$ cat config.mk
export PLATFORM = sky130hd
export DESIGN_NAME = hvrb_register_bank
export DESIGN_NICKNAME = d
export VERILOG_FILES = /design/src/hdl/hvrb_register_bank.v
export VERILOG_INCLUDE_DIRS = /design/src /design/src/hdl
export SDC_FILE = /design/constraint.sdc
export NUM_CORES = 1
export LEC_CHECK = 0
export BUFFER_PORTS_ARGS = -buffer_cell sky130_fd_sc_hd__buf_2
export CAP_MARGIN = 30
export CORE_MARGIN = 5
export CORE_UTILIZATION = 50
export DETAILED_ROUTE_END_ITERATION = 12
export PLACE_DENSITY = 0.68
export SLEW_MARGIN = 40
export SYNTH_ARGS = -nofsm -noshare
export SYNTH_HDL_FRONTEND = slang
export SYNTH_SLANG_ARGS = --single-unit
$ cat constraint.sdc
create_clock -name ref_clk_i -period 15.4 [get_ports ref_clk_i]
set_clock_uncertainty 0.1 [all_clocks]
set_input_delay 2.31 -clock ref_clk_i [delete_from_list [all_inputs] [get_ports ref_clk_i]]
set_output_delay 2.31 -clock ref_clk_i [all_outputs]
set_load 0.03 [all_outputs]
$ cat src/hdl/hvrb_consts.vh
// Constants for the air-conditioning unit supervisor register bank.
`ifndef HVRB_CONSTS_VH
`define HVRB_CONSTS_VH

`define HVRB_FN_WRITE_SINGLE     8'h06
`define HVRB_FN_WRITE_MULTI      8'h10

`define HVRB_ADR_CTRL_EN         16'h0065
`define HVRB_ADR_COMP_REQ        16'h0066
`define HVRB_ADR_HEAT_REQ        16'h0067
`define HVRB_ADR_REMOTE_ONOFF    16'h0068
`define HVRB_ADR_FAN_BEHAV       16'h0069
`define HVRB_ADR_VALVE_MODE      16'h006a
`define HVRB_ADR_DEMAND_LIMIT    16'h006b
`define HVRB_ADR_FAN_SPD_REQ     16'h006c
`define HVRB_ADR_CAP_REQ         16'h006d
`define HVRB_ADR_VALVE1_PCT      16'h001a
`define HVRB_ADR_VALVE2_PCT      16'h001b
`define HVRB_ADR_MIN_RUN         16'h00c9
`define HVRB_ADR_MIN_OFF         16'h00ca
`define HVRB_ADR_START_INT       16'h00cb
`define HVRB_ADR_TO_COOL         16'h00d8
`define HVRB_ADR_TO_HEAT         16'h00d9
`define HVRB_ADR_OUT_FAN_OUT     16'h0191
`define HVRB_ADR_IN_FAN_OUT      16'h0192
`define HVRB_ADR_VALVE1_POS      16'h0193
`define HVRB_ADR_VALVE2_POS      16'h0194
`define HVRB_ADR_CAP_OUT         16'h0195
`define HVRB_ADR_RELAYS          16'h0196
`define HVRB_ADR_OP_STATE        16'h0197

`define HVRB_EN_COMP             0
`define HVRB_EN_HEAT             1
`define HVRB_EN_FAN_MODE         3
`define HVRB_EN_FAN_SPEED        6
`define HVRB_EN_CAPACITY         7
`define HVRB_EN_MASK             16'h00cb

`define HVRB_RST_CTRL_EN         16'h0000
`define HVRB_RST_COMP            16'h0000
`define HVRB_RST_HEAT            16'h0000
`define HVRB_RST_FAN_BEHAV       16'h0000
`define HVRB_RST_FAN_SPEED       16'h0000
`define HVRB_RST_CAPACITY        16'h0032

`define HVRB_FAN_BEHAV_MASK      16'h000f
`define HVRB_RELAY_MASK          16'h01ff
`define HVRB_STATE_MASK          16'h000f
`define HVRB_SPEED_MAX           16'h03e8
`define HVRB_CAP_OUT_MAX         16'h03e8
`define HVRB_PCT_MAX             16'h0064
`define HVRB_VALVE_FULL_DEF      16'h01e0

`define HVRB_CLK_PERIOD_NS       4
`define HVRB_SECOND_NS           1000000000
`define HVRB_MIN_RUN_S           16'h00b4
`define HVRB_MIN_OFF_S           16'h00b4
`define HVRB_START_INT_S         16'h0168
`define HVRB_HOLDOFF_S           16'h00b4

`endif

$ cat src/hdl/hvrb_register_bank.v
// Supervisor register bank with compressor safety timers and control hand-over.
`timescale 1ns/100ps
`include "hvrb_consts.vh"

// Functional notes
// - Enable bits hand five signals to supervisor.
// - Fan behaviour bits: fixed, deadband, de-ice, heatstart.
// - Protection may override supervisor fan behaviour.
// - Fan speed register is speed request.
// - Capacity register requests percent of maximum.
// - Writing 1 requests compressor start.
// - Writes accepted by function 6 and 16.
// - Nonzero safety timer holds compressor state.
// - Run, off, start-interval timers at 201-203.
// - Heat/cool change hold-off timers at 216/217.
// - Fan speed outputs report 0 to 1000.
// - Valve positions report 0 to full count.
// - Capacity output reports 0 to 1000.
// - Relay output bit map as documented.
// - Unit mode reports codes 0 to 12.
// - Valve openings also reported as percent.
// - Enabled bit removes control from other sources.
// - Enable bits clear at power loss.
// - Heat/cool: 0 cooling, 1 heating.
module hvrb_register_bank #(
    parameter SEC_CYCLES = `HVRB_SECOND_NS / `HVRB_CLK_PERIOD_NS,
    parameter [15:0] VALVE_FULL  = `HVRB_VALVE_FULL_DEF,
    parameter [15:0] MIN_RUN_S   = `HVRB_MIN_RUN_S,
    parameter [15:0] MIN_OFF_S   = `HVRB_MIN_OFF_S,
    parameter [15:0] START_INT_S = `HVRB_START_INT_S,
    parameter [15:0] HOLDOFF_S   = `HVRB_HOLDOFF_S
) (
    input  wire        ref_clk_i,          // System clock.
    input  wire        rst_i,              // Asynchronous reset, power loss.
    input  wire        ce_i,               // Clock enable.
    input  wire [15:0] reg_addr_i,         // Register address.
    input  wire [7:0]  reg_fn_i,           // Function code of the access.
    input  wire [15:0] reg_wdata_i,        // Write data.
    input  wire        reg_wr_i,           // Write strobe, one word.
    input  wire        reg_rd_i,           // Read strobe, one word.
    output reg  [15:0] reg_rdata_o,        // Read data.
    output reg         reg_ack_o,          // Access accepted.
    output reg         reg_err_o,          // Access refused.
    input  wire        local_comp_i,       // Local compressor request.
    input  wire        local_heat_i,       // Local heat request.
    input  wire [3:0]  local_fan_behav_i,  // Local fan behaviour.
    input  wire [15:0] local_fan_speed_i,  // Local fan speed request.
    input  wire [15:0] local_capacity_i,   // Local capacity request.
    input  wire        protect_fan_i,      // Protection takes the fan.
    input  wire [15:0] out_fan_speed_i,    // Outdoor fan speed.
    input  wire [15:0] in_fan_speed_i,     // Indoor fan speed.
    input  wire [15:0] valve1_pos_i,       // Valve 1 position.
    input  wire [15:0] valve2_pos_i,       // Valve 2 position.
    input  wire [15:0] capacity_i,         // Unit capacity.
    input  wire [8:0]  relays_i,           // Relay output states.
    input  wire [3:0]  op_state_i,         // Unit operating mode code.
    output reg         comp_cmd_o,         // Compressor running command.
    output reg         heat_cmd_o,         // 1 heating, 0 cooling.
    output reg  [3:0]  fan_behav_o,        // Effective fan behaviour.
    output reg  [15:0] fan_speed_o,        // Effective fan speed request.
    output reg  [15:0] capacity_pct_o      // Effective capacity percent.
);

    reg  [15:0] ctrl_en_r;
    reg  [15:0] comp_req_r;
    reg  [15:0] heat_req_r;
    reg  [15:0] fan_behav_r;
    reg  [15:0] fan_spd_req_r;
    reg  [15:0] cap_req_r;
    reg  [15:0] min_run_r;
    reg  [15:0] min_off_r;
    reg  [15:0] start_int_r;
    reg  [15:0] to_cool_r;
    reg  [15:0] to_heat_r;
    reg  [15:0] out_fan_r;
    reg  [15:0] in_fan_r;
    reg  [15:0] valve1_r;
    reg  [15:0] valve2_r;
    reg  [15:0] cap_out_r;
    reg  [15:0] relays_r;
    reg  [15:0] state_r;
    reg  [15:0] valve1_pct_r;
    reg  [15:0] valve2_pct_r;
    reg  [31:0] sec_cnt_r;
    reg         sec_tick_r;
    reg  [15:0] rdata_nxt;
    reg         hit_nxt;

    wire        wr_fn_ok = (reg_fn_i == `HVRB_FN_WRITE_SINGLE) ||
                           (reg_fn_i == `HVRB_FN_WRITE_MULTI);
    wire [15:0] v1_clip  = (valve1_pos_i > VALVE_FULL) ? VALVE_FULL : valve1_pos_i;
    wire [15:0] v2_clip  = (valve2_pos_i > VALVE_FULL) ? VALVE_FULL : valve2_pos_i;
    wire [31:0] v1_mul   = {16'h0000, v1_clip} * {16'h0000, `HVRB_PCT_MAX};
    wire [31:0] v2_mul   = {16'h0000, v2_clip} * {16'h0000, `HVRB_PCT_MAX};
    wire [31:0] v1_div   = v1_mul / {16'h0000, VALVE_FULL};
    wire [31:0] v2_div   = v2_mul / {16'h0000, VALVE_FULL};

    // Selected request per signal: the supervisor once its bit is set, else local.
    wire        comp_sel = ctrl_en_r[`HVRB_EN_COMP] ? comp_req_r[0] : local_comp_i;
    wire        heat_sel = ctrl_en_r[`HVRB_EN_HEAT] ? heat_req_r[0] : local_heat_i;
    wire [3:0]  fanb_sel = ctrl_en_r[`HVRB_EN_FAN_MODE] ? fan_behav_r[3:0] : local_fan_behav_i;
    wire [15:0] fans_sel = ctrl_en_r[`HVRB_EN_FAN_SPEED] ? fan_spd_req_r : local_fan_speed_i;
    wire [15:0] cap_sel  = ctrl_en_r[`HVRB_EN_CAPACITY] ? cap_req_r : local_capacity_i;

    wire        may_start = (min_off_r == 16'h0000) && (start_int_r == 16'h0000);
    wire        may_stop  = (min_run_r == 16'h0000);
    wire        to_heat_ok = (to_heat_r == 16'h0000);
    wire        to_cool_ok = (to_cool_r == 16'h0000);

    always @* begin
        rdata_nxt = 16'h0000;
        hit_nxt   = 1'b1;
        case (reg_addr_i)
            `HVRB_ADR_CTRL_EN:      rdata_nxt = ctrl_en_r;
            `HVRB_ADR_COMP_REQ:     rdata_nxt = comp_req_r;
            `HVRB_ADR_HEAT_REQ:     rdata_nxt = heat_req_r;
            `HVRB_ADR_FAN_BEHAV:    rdata_nxt = fan_behav_r;
            `HVRB_ADR_FAN_SPD_REQ:  rdata_nxt = fan_spd_req_r;
            `HVRB_ADR_CAP_REQ:      rdata_nxt = cap_req_r;
            `HVRB_ADR_REMOTE_ONOFF: rdata_nxt = 16'h0000;
            `HVRB_ADR_VALVE_MODE:   rdata_nxt = 16'h0000;
            `HVRB_ADR_DEMAND_LIMIT: rdata_nxt = 16'h0000;
            `HVRB_ADR_VALVE1_PCT:   rdata_nxt = valve1_pct_r;
            `HVRB_ADR_VALVE2_PCT:   rdata_nxt = valve2_pct_r;
            `HVRB_ADR_MIN_RUN:      rdata_nxt = min_run_r;
            `HVRB_ADR_MIN_OFF:      rdata_nxt = min_off_r;
            `HVRB_ADR_START_INT:    rdata_nxt = start_int_r;
            `HVRB_ADR_TO_COOL:      rdata_nxt = to_cool_r;
            `HVRB_ADR_TO_HEAT:      rdata_nxt = to_heat_r;
            `HVRB_ADR_OUT_FAN_OUT:  rdata_nxt = out_fan_r;
            `HVRB_ADR_IN_FAN_OUT:   rdata_nxt = in_fan_r;
            `HVRB_ADR_VALVE1_POS:   rdata_nxt = valve1_r;
            `HVRB_ADR_VALVE2_POS:   rdata_nxt = valve2_r;
            `HVRB_ADR_CAP_OUT:      rdata_nxt = cap_out_r;
            `HVRB_ADR_RELAYS:       rdata_nxt = relays_r;
            `HVRB_ADR_OP_STATE:     rdata_nxt = state_r;
            default:                hit_nxt   = 1'b0;
        endcase
    end

    // Only the control block accepts writes; read-only words answer with an error.
    wire wr_ctrl = (reg_addr_i >= `HVRB_ADR_CTRL_EN) && (reg_addr_i <= `HVRB_ADR_CAP_REQ);

    always @(posedge ref_clk_i or posedge rst_i) begin
        if (rst_i) begin
            reg_rdata_o <= 16'h0000;
            reg_ack_o   <= 1'b0;
            reg_err_o   <= 1'b0;
        end else if (ce_i) begin
            reg_ack_o <= 1'b0;
            reg_err_o <= 1'b0;
            if (reg_wr_i) begin
                reg_ack_o <= wr_ctrl && wr_fn_ok;
                reg_err_o <= !(wr_ctrl && wr_fn_ok);
            end else if (reg_rd_i) begin
                reg_rdata_o <= rdata_nxt;
                reg_ack_o   <= hit_nxt;
                reg_err_o   <= !hit_nxt;
            end
        end
    end

    always @(posedge ref_clk_i or posedge rst_i) begin
        if (rst_i) begin
            ctrl_en_r     <= `HVRB_RST_CTRL_EN;
            comp_req_r    <= `HVRB_RST_COMP;
            heat_req_r    <= `HVRB_RST_HEAT;
            fan_behav_r   <= `HVRB_RST_FAN_BEHAV;
            fan_spd_req_r <= `HVRB_RST_FAN_SPEED;
            cap_req_r     <= `HVRB_RST_CAPACITY;
        end else if (ce_i && reg_wr_i && wr_fn_ok) begin
            case (reg_addr_i)
                `HVRB_ADR_CTRL_EN:     ctrl_en_r     <= reg_wdata_i & `HVRB_EN_MASK;
                `HVRB_ADR_COMP_REQ:    comp_req_r    <= reg_wdata_i;
                `HVRB_ADR_HEAT_REQ:    heat_req_r    <= reg_wdata_i;
                `HVRB_ADR_FAN_BEHAV:   fan_behav_r   <= reg_wdata_i & `HVRB_FAN_BEHAV_MASK;
                `HVRB_ADR_FAN_SPD_REQ: fan_spd_req_r <= reg_wdata_i;
                `HVRB_ADR_CAP_REQ:     cap_req_r     <= reg_wdata_i;
                default:               cap_req_r     <= cap_req_r;
            endcase
        end
    end

    always @(posedge ref_clk_i or posedge rst_i) begin
        if (rst_i) begin
            sec_cnt_r  <= 32'h00000000;
            sec_tick_r <= 1'b0;
        end else if (ce_i) begin
            sec_tick_r <= 1'b0;
            if (sec_cnt_r >= SEC_CYCLES - 1) begin
                sec_cnt_r  <= 32'h00000000;
                sec_tick_r <= 1'b1;
            end else begin
                sec_cnt_r <= sec_cnt_r + 32'h00000001;
            end
        end
    end

    // Compressor and heat/cool sequencing; a running timer blocks only the change it guards.
    always @(posedge ref_clk_i or posedge rst_i) begin
        if (rst_i) begin
            comp_cmd_o  <= 1'b0;
            heat_cmd_o  <= 1'b0;
            min_run_r   <= 16'h0000;
            min_off_r   <= 16'h0000;
            start_int_r <= 16'h0000;
            to_cool_r   <= 16'h0000;
            to_heat_r   <= 16'h0000;
        end else if (ce_i) begin
            if (sec_tick_r && min_run_r != 16'h0000)
                min_run_r <= min_run_r - 16'h0001;
            if (sec_tick_r && min_off_r != 16'h0000)
                min_off_r <= min_off_r - 16'h0001;
            if (sec_tick_r && start_int_r != 16'h0000)
                start_int_r <= start_int_r - 16'h0001;
            if (sec_tick_r && to_cool_r != 16'h0000)
                to_cool_r <= to_cool_r - 16'h0001;
            if (sec_tick_r && to_heat_r != 16'h0000)
                to_heat_r <= to_heat_r - 16'h0001;
            if (!comp_cmd_o && comp_sel && may_start) begin
                comp_cmd_o  <= 1'b1;
                min_run_r   <= MIN_RUN_S;
                start_int_r <= START_INT_S;
            end else if (comp_cmd_o && !comp_sel && may_stop) begin
                comp_cmd_o <= 1'b0;
                min_off_r  <= MIN_OFF_S;
            end
            if (!heat_cmd_o && heat_sel && to_heat_ok) begin
                heat_cmd_o <= 1'b1;
                to_cool_r  <= HOLDOFF_S;
            end else if (heat_cmd_o && !heat_sel && to_cool_ok) begin
                heat_cmd_o <= 1'b0;
                to_heat_r  <= HOLDOFF_S;
            end
        end
    end

    always @(posedge ref_clk_i or posedge rst_i) begin
        if (rst_i) begin
            fan_behav_o    <= 4'h0;
            fan_speed_o    <= 16'h0000;
            capacity_pct_o <= 16'h0000;
            out_fan_r      <= 16'h0000;
            in_fan_r       <= 16'h0000;
            valve1_r       <= 16'h0000;
            valve2_r       <= 16'h0000;
            cap_out_r      <= 16'h0000;
            relays_r       <= 16'h0000;
            state_r        <= 16'h0000;
            valve1_pct_r   <= 16'h0000;
            valve2_pct_r   <= 16'h0000;
        end else if (ce_i) begin
            fan_behav_o    <= protect_fan_i ? local_fan_behav_i : fanb_sel;
            fan_speed_o    <= protect_fan_i ? local_fan_speed_i : fans_sel;
            capacity_pct_o <= (cap_sel > `HVRB_PCT_MAX) ? `HVRB_PCT_MAX : cap_sel;
            out_fan_r <= (out_fan_speed_i > `HVRB_SPEED_MAX) ? `HVRB_SPEED_MAX : out_fan_speed_i;
            in_fan_r  <= (in_fan_speed_i > `HVRB_SPEED_MAX) ? `HVRB_SPEED_MAX : in_fan_speed_i;
            valve1_r  <= v1_clip;
            valve2_r  <= v2_clip;
            cap_out_r <= (capacity_i > `HVRB_CAP_OUT_MAX) ? `HVRB_CAP_OUT_MAX : capacity_i;
            relays_r  <= {7'h00, relays_i} & `HVRB_RELAY_MASK;
            state_r   <= {12'h000, op_state_i} & `HVRB_STATE_MASK;
            valve1_pct_r <= v1_div[15:0];
            valve2_pct_r <= v2_div[15:0];
        end
    end

endmodule // hvrb_register_bank

* Yosys cells after proc, flatten, opt, wreduce, memory -nomap -nowiden
Index checks and enable logic that the tools add are counted.
** Operators by class
- Add/sub/neg operators :: 6
- Multiply operators :: 2
- Div/mod/pow operators :: 2
- $lt $le $gt $ge :: 9
- Equal/unequal tests :: 25
- Multiplexer cells :: 37
- Bitwise operators :: 1
- Reduce and logical (&&, ||, !) cells :: 53
** Operators with widths (number)
- $mux W16 :: 21
- $pmux W16 S20 :: 1
- $eq A16 B7 Y1 const B :: 9
- $eq A16 B9 Y1 const B :: 7
- $eq A16 B8 Y1 const B :: 5
- $logic_not A16 Y1 :: 5
- $reduce_bool A16 Y1 :: 5
- $sub A16 B1 Y16 const B :: 5
- $div A23 B9 Y32 const B :: 2
- $gt A16 B10 Y1 const B :: 3
- $mul A16 B5 Y21 const B :: 2
- $add A32 B1 Y32 const B :: 1
- $eq A16 B5 Y1 const B :: 2
- $ge A32 B28 Y1 const B :: 1
- $gt A16 B9 Y1 const B :: 2
- $mux W32 :: 1
- $reduce_or A23 Y1 :: 1
- $reduce_and A2 Y1 :: 11
- $logic_and A1 B1 Y1 :: 18
- $ge A16 B7 Y1 const B :: 1
- $gt A16 B7 Y1 const B :: 1
- $le A16 B7 Y1 const B :: 1
- $mux W1 :: 12
- $reduce_bool A2 Y1 :: 5
- 7 further kinds :: 13
** Word-level totals
- Register bits after elaboration :: 367
- Output and inout port bits :: 56
- Logic and storage cells :: 165

* Depth between registers and ports, before layout
- Depth after elaboration :: 6
- Gate-level depth with buffers :: 65

* Least setup slack after synthesis
Ideal clock, no wire load.
- Path type :: input to register
- Start :: in valve2_pos_i[15]
- End :: reg valve2_pct_r[0]
- Library setup time :: 0.133 ns
- Arrival time :: 12.990 ns
- Required time :: 15.167 ns
- Slack :: 2.177 ns
- Stages :: 49
- Buffers on the path :: 2
- Path through :: nor4_1 -> nand2_1 -> nor2_1 -> nand2_1 -> clkinv_1 -> ha_1 -> ha_1 -> inv_1 -> fa_1 -> inv_1 -> ha_1 -> nor2b_1 -> o21a_1 -> o21a_1 -> o21ai_0 -> nand2_1 -> xnor2_1 -> a21boi_0 -> [... 13 more ...] -> clkbuf_1 -> o32ai_2 -> o31ai_4 -> mux2i_1 -> or4_4 -> o32a_4 -> o31a_2 -> mux2i_4 -> a211oi_1 -> a211oi_1 -> a211o_1 -> a311oi_4 -> buf_6 -> xnor2_1 -> nor3b_1 -> or3_1 -> a211oi_2 -> o32ai_2
** On the way
- Longest elaborated chain between the ends :: 4
** Ends and longest elaborated chain
- start, declared :: line hvrb_register_bank.v:53 : input wire [15:0] valve2_pos_i,
- $gt A16 B9 Y1 :: line hvrb_register_bank.v:92 : wire [15:0] v2_clip = (valve2_pos_i > VALVE_FULL) ? VALVE_FULL : valve2_pos_i;
- $mux W16 :: line hvrb_register_bank.v:92
- named net v2_clip[2] :: line hvrb_register_bank.v:92
- $mul A16 B5 Y21 :: line hvrb_register_bank.v:94 : wire [31:0] v2_mul = {16'h0000, v2_clip} * {16'h0000, `HVRB_PCT_MAX};
- $div A23 B9 Y32 :: line hvrb_register_bank.v:96 : wire [31:0] v2_div = v2_mul / {16'h0000, VALVE_FULL};
- end signal, assigned :: line hvrb_register_bank.v:264 : valve2_pct_r <= v2_div[15:0];
- end, declared :: line hvrb_register_bank.v:83 : reg [15:0] valve2_pct_r;
The timed path passes the listed nets, and every way through them passes these cells.
A chain may end at the register's enable or synchronous reset.

* Worst setup path in the final report
Ends and elaborated chain as after synthesis.

==> flow_metrics.tcl <==
set metrics [dict create \
    drive_gt1_frac 0.162 \
    yosys_most_used_dff "dfrtp_1" \
    synth_seq_cells 365 \
    hold_depth 1 \
    wirelength_microns 102000 \
    fin_crit_ps 14270 \
    final_cell_mix "377 x nor2_1, 362 x dfrtp_1, 242 x nand2_1" \
    num-fill-cells 5627 \
    via_per_inst 6.39 \
    vias 29874 \
    hp-class "register to register" \
    multiInputGateArea_sq_um 21100 \
    finalHoldViolCount 0 \
    place_hpwl_microns 79400 \
    clkLatencyLatePin_ps 560 \
    yosys_warnings 0 \
    nets 4163 \
    clk_pin_slew_ps 60 \
    largest_reg_flops 32 \
    slew_viol_final 0 \
    crit_required_ps 15740 \
    die_h_microns 259 \
    async_flop_share 1.00 \
    largest-register "sec_cnt_r" \
    placed_cells 4590 \
    syn_avg_cell_area_sq_um 8.58 \
    cts_buffers 39 \
    antenna_left 0 \
    antenna_found_initial 18 \
    regArea_sq_um 9140 \
    ios 233 \
    drt_iter0_drc 3009 \
    fin_crit_sh 0.927 \
    cts_tree "done" \
    grt_pass1_wl_microns 158000 \
    initial_core_util 0.504 \
    syn_area_sq_um 31000 \
    reg2reg_depth 11 \
    grt_pass1_vias 27599 \
    grt_max_degree 135 \
    status "complete, no violations" \
    grt_use_total 0.291 \
    final_common_cell "nor2_1" \
    rrSetupSlack_ps 10890 \
    end_kind "register" \
    port_buffers 232 \
    tightest_slew_ps 1400 \
    first_pass_iters 6 \
    holdWs_ps 397 \
    fp-row-count 91 \
    cp_slowest_stage_delay_ps 510 \
    die_w_microns 259 \
    wl_per_cell_microns 21.9 \
    drc 0 \
    setup_violations 0 \
    core_area_sq_um 61500 \
    gp_congestion 0.978 \
    synth_edf_count 0 \
    crit_type "input port to register" \
    cts_buffer_depth 3 \
    grt_overflow 0 \
    ys_seq_area_frac 0.295 \
    postSynthCellCount 3609 \
    cp_max_fo 9 \
    hold_buffers 0 \
    critPathSlowestCell "o311ai_0" \
    drv_cap 0 \
    setup_tns_ps 0 \
    post_layout_nonfiller_instances 4673 \
    slew_headroom 0.0588 \
    rsz0062_at_grt "false" \
    cts-root-buf "clkbuf_16" \
    start_kind "input port" \
    clock_sinks 365 \
    htreeDepth 2 \
    clock.fmax_mhz 70.1 \
    synth_cell_types 132 \
    cpMostUsedCell "xnor2_1" \
    final_util 0.564 \
    syn_to_final_growth_pct 11.9 \
    worstPathArrival_ps 14610 \
    die-area_sq_um 67000 \
]
[worst paths after layout]
kind	startpoint	to
setup / recovery	valve2_pos_i[15]	valve2_pct_r[0]
hold / removal	capacity_pct_o[6]	capacity_pct_o[6]
setup reg to reg	to_heat_r[5]	to_cool_r[9]
hold reg to reg	capacity_pct_o[6]	capacity_pct_o[6]
max in group asynchronous	rst_i	sec_cnt_r[28]
min in group asynchronous	rst_i	fan_behav_o[0]
[synth_stat cells, drive strengths merged, types with 20 or more instances]
| library cell | n | area, sq um |
|---|---|---|
| a211oi | 47 | 390 |
| a21boi | 22 | 169 |
| a21o | 38 | 285 |
| a21oi | 191 | 990 |
| a221oi | 27 | 243 |
| a222oi | 20 | 200 |
| a22o | 25 | 219 |
| a22oi | 65 | 493 |
| a31oi | 50 | 340 |
| and2 | 46 | 288 |
| and3 | 35 | 219 |
| buf | 49 | 236 |
| clkbuf | 92 | 345 |
| dfrtp | 362 | 9060 |
| fa | 22 | 440 |
| ha | 120 | 1500 |
| inv | 122 | 458 |
| mux2 | 128 | 1450 |
| mux2i | 56 | 573 |
| nand2 | 243 | 915 |
| nand2b | 30 | 195 |
| nand3 | 138 | 691 |
| nand4 | 56 | 350 |
| nor2 | 387 | 1460 |
| nor2b | 60 | 375 |
| nor3 | 134 | 686 |
| nor4 | 68 | 465 |
| o211ai | 37 | 278 |
| o21a | 33 | 248 |
| o21ai | 141 | 721 |
| o31ai | 33 | 282 |
| or2 | 28 | 175 |
| or3 | 55 | 344 |
| or4 | 32 | 259 |
| xnor2 | 176 | 1540 |
| xor2 | 87 | 762 |
[per-layer routing]
metal	track usage	up-vias	part of all wire
met3	0.0561	170	0.090
met1	0.409	14434	0.43
li1	-	14064	-
met5	0	-	0.0014
met2	0.460	1188	0.45
met4	0.0844	18	0.031
[per-stage QoR]
| step | instance area, sq um | worst slack [ps] |
|---|---|---|
| 2_1_floorplan | 31100 | 2180 |
| 3_3_place_gp | 33200 | 801 |
| 3_5_place_dp | 33200 | 580 |
| 4_1_cts | 34500 | 1150 |
| 5_1_grt | 34600 | 80.9 |
| 6_report | 34700 | 1130 |
[worst max-delay path: cells and delay by family]
kind,cells,cell delay (ps)
multiplexers,1,400
buffers and inverters,4,400
adder cells (fa/ha/maj),4,1390
XOR/XNOR,6,1600
AO/OA/AOI/OAI,20,5590
AND/OR/NAND/NOR,13,2880
[cell families (layout without fill, tap and decap cells)]
family	Yosys count	count (layout)	share of synthesized area
and+or+nand+nor	1389	1389	0.229
AOI/OAI and AO/OA	997	997	0.239
DFF	365	365	0.295
xor gates and xnor gates	264	264	0.0751
buffers and inverters	264	487	0.0337
muxes	184	184	0.0651
adders and majority gates	144	144	0.0633
other	2	53	0.000242
[layout make-up]
class,count,share of cell area
multi-input combinational,3022,0.609
sequential,365,0.264
timing repair buffer,293,0.0476
clock buffer,52,0.0313
tap,790,0.0285
inverter,123,0.0137
clock inverter,19,0.00574
antenna,9,0.000650
[repair_timing]
| action | in CTS | in global routing |
|---|---|---|
| resized for setup | 0 | 3 |
| setup endpoints to repair | 0 | 2 |
| setup buffers | 0 | 3 |
Power is not shown: default switching activity piles up to over one toggle a cycle in this logic, so the estimate is an artifact.
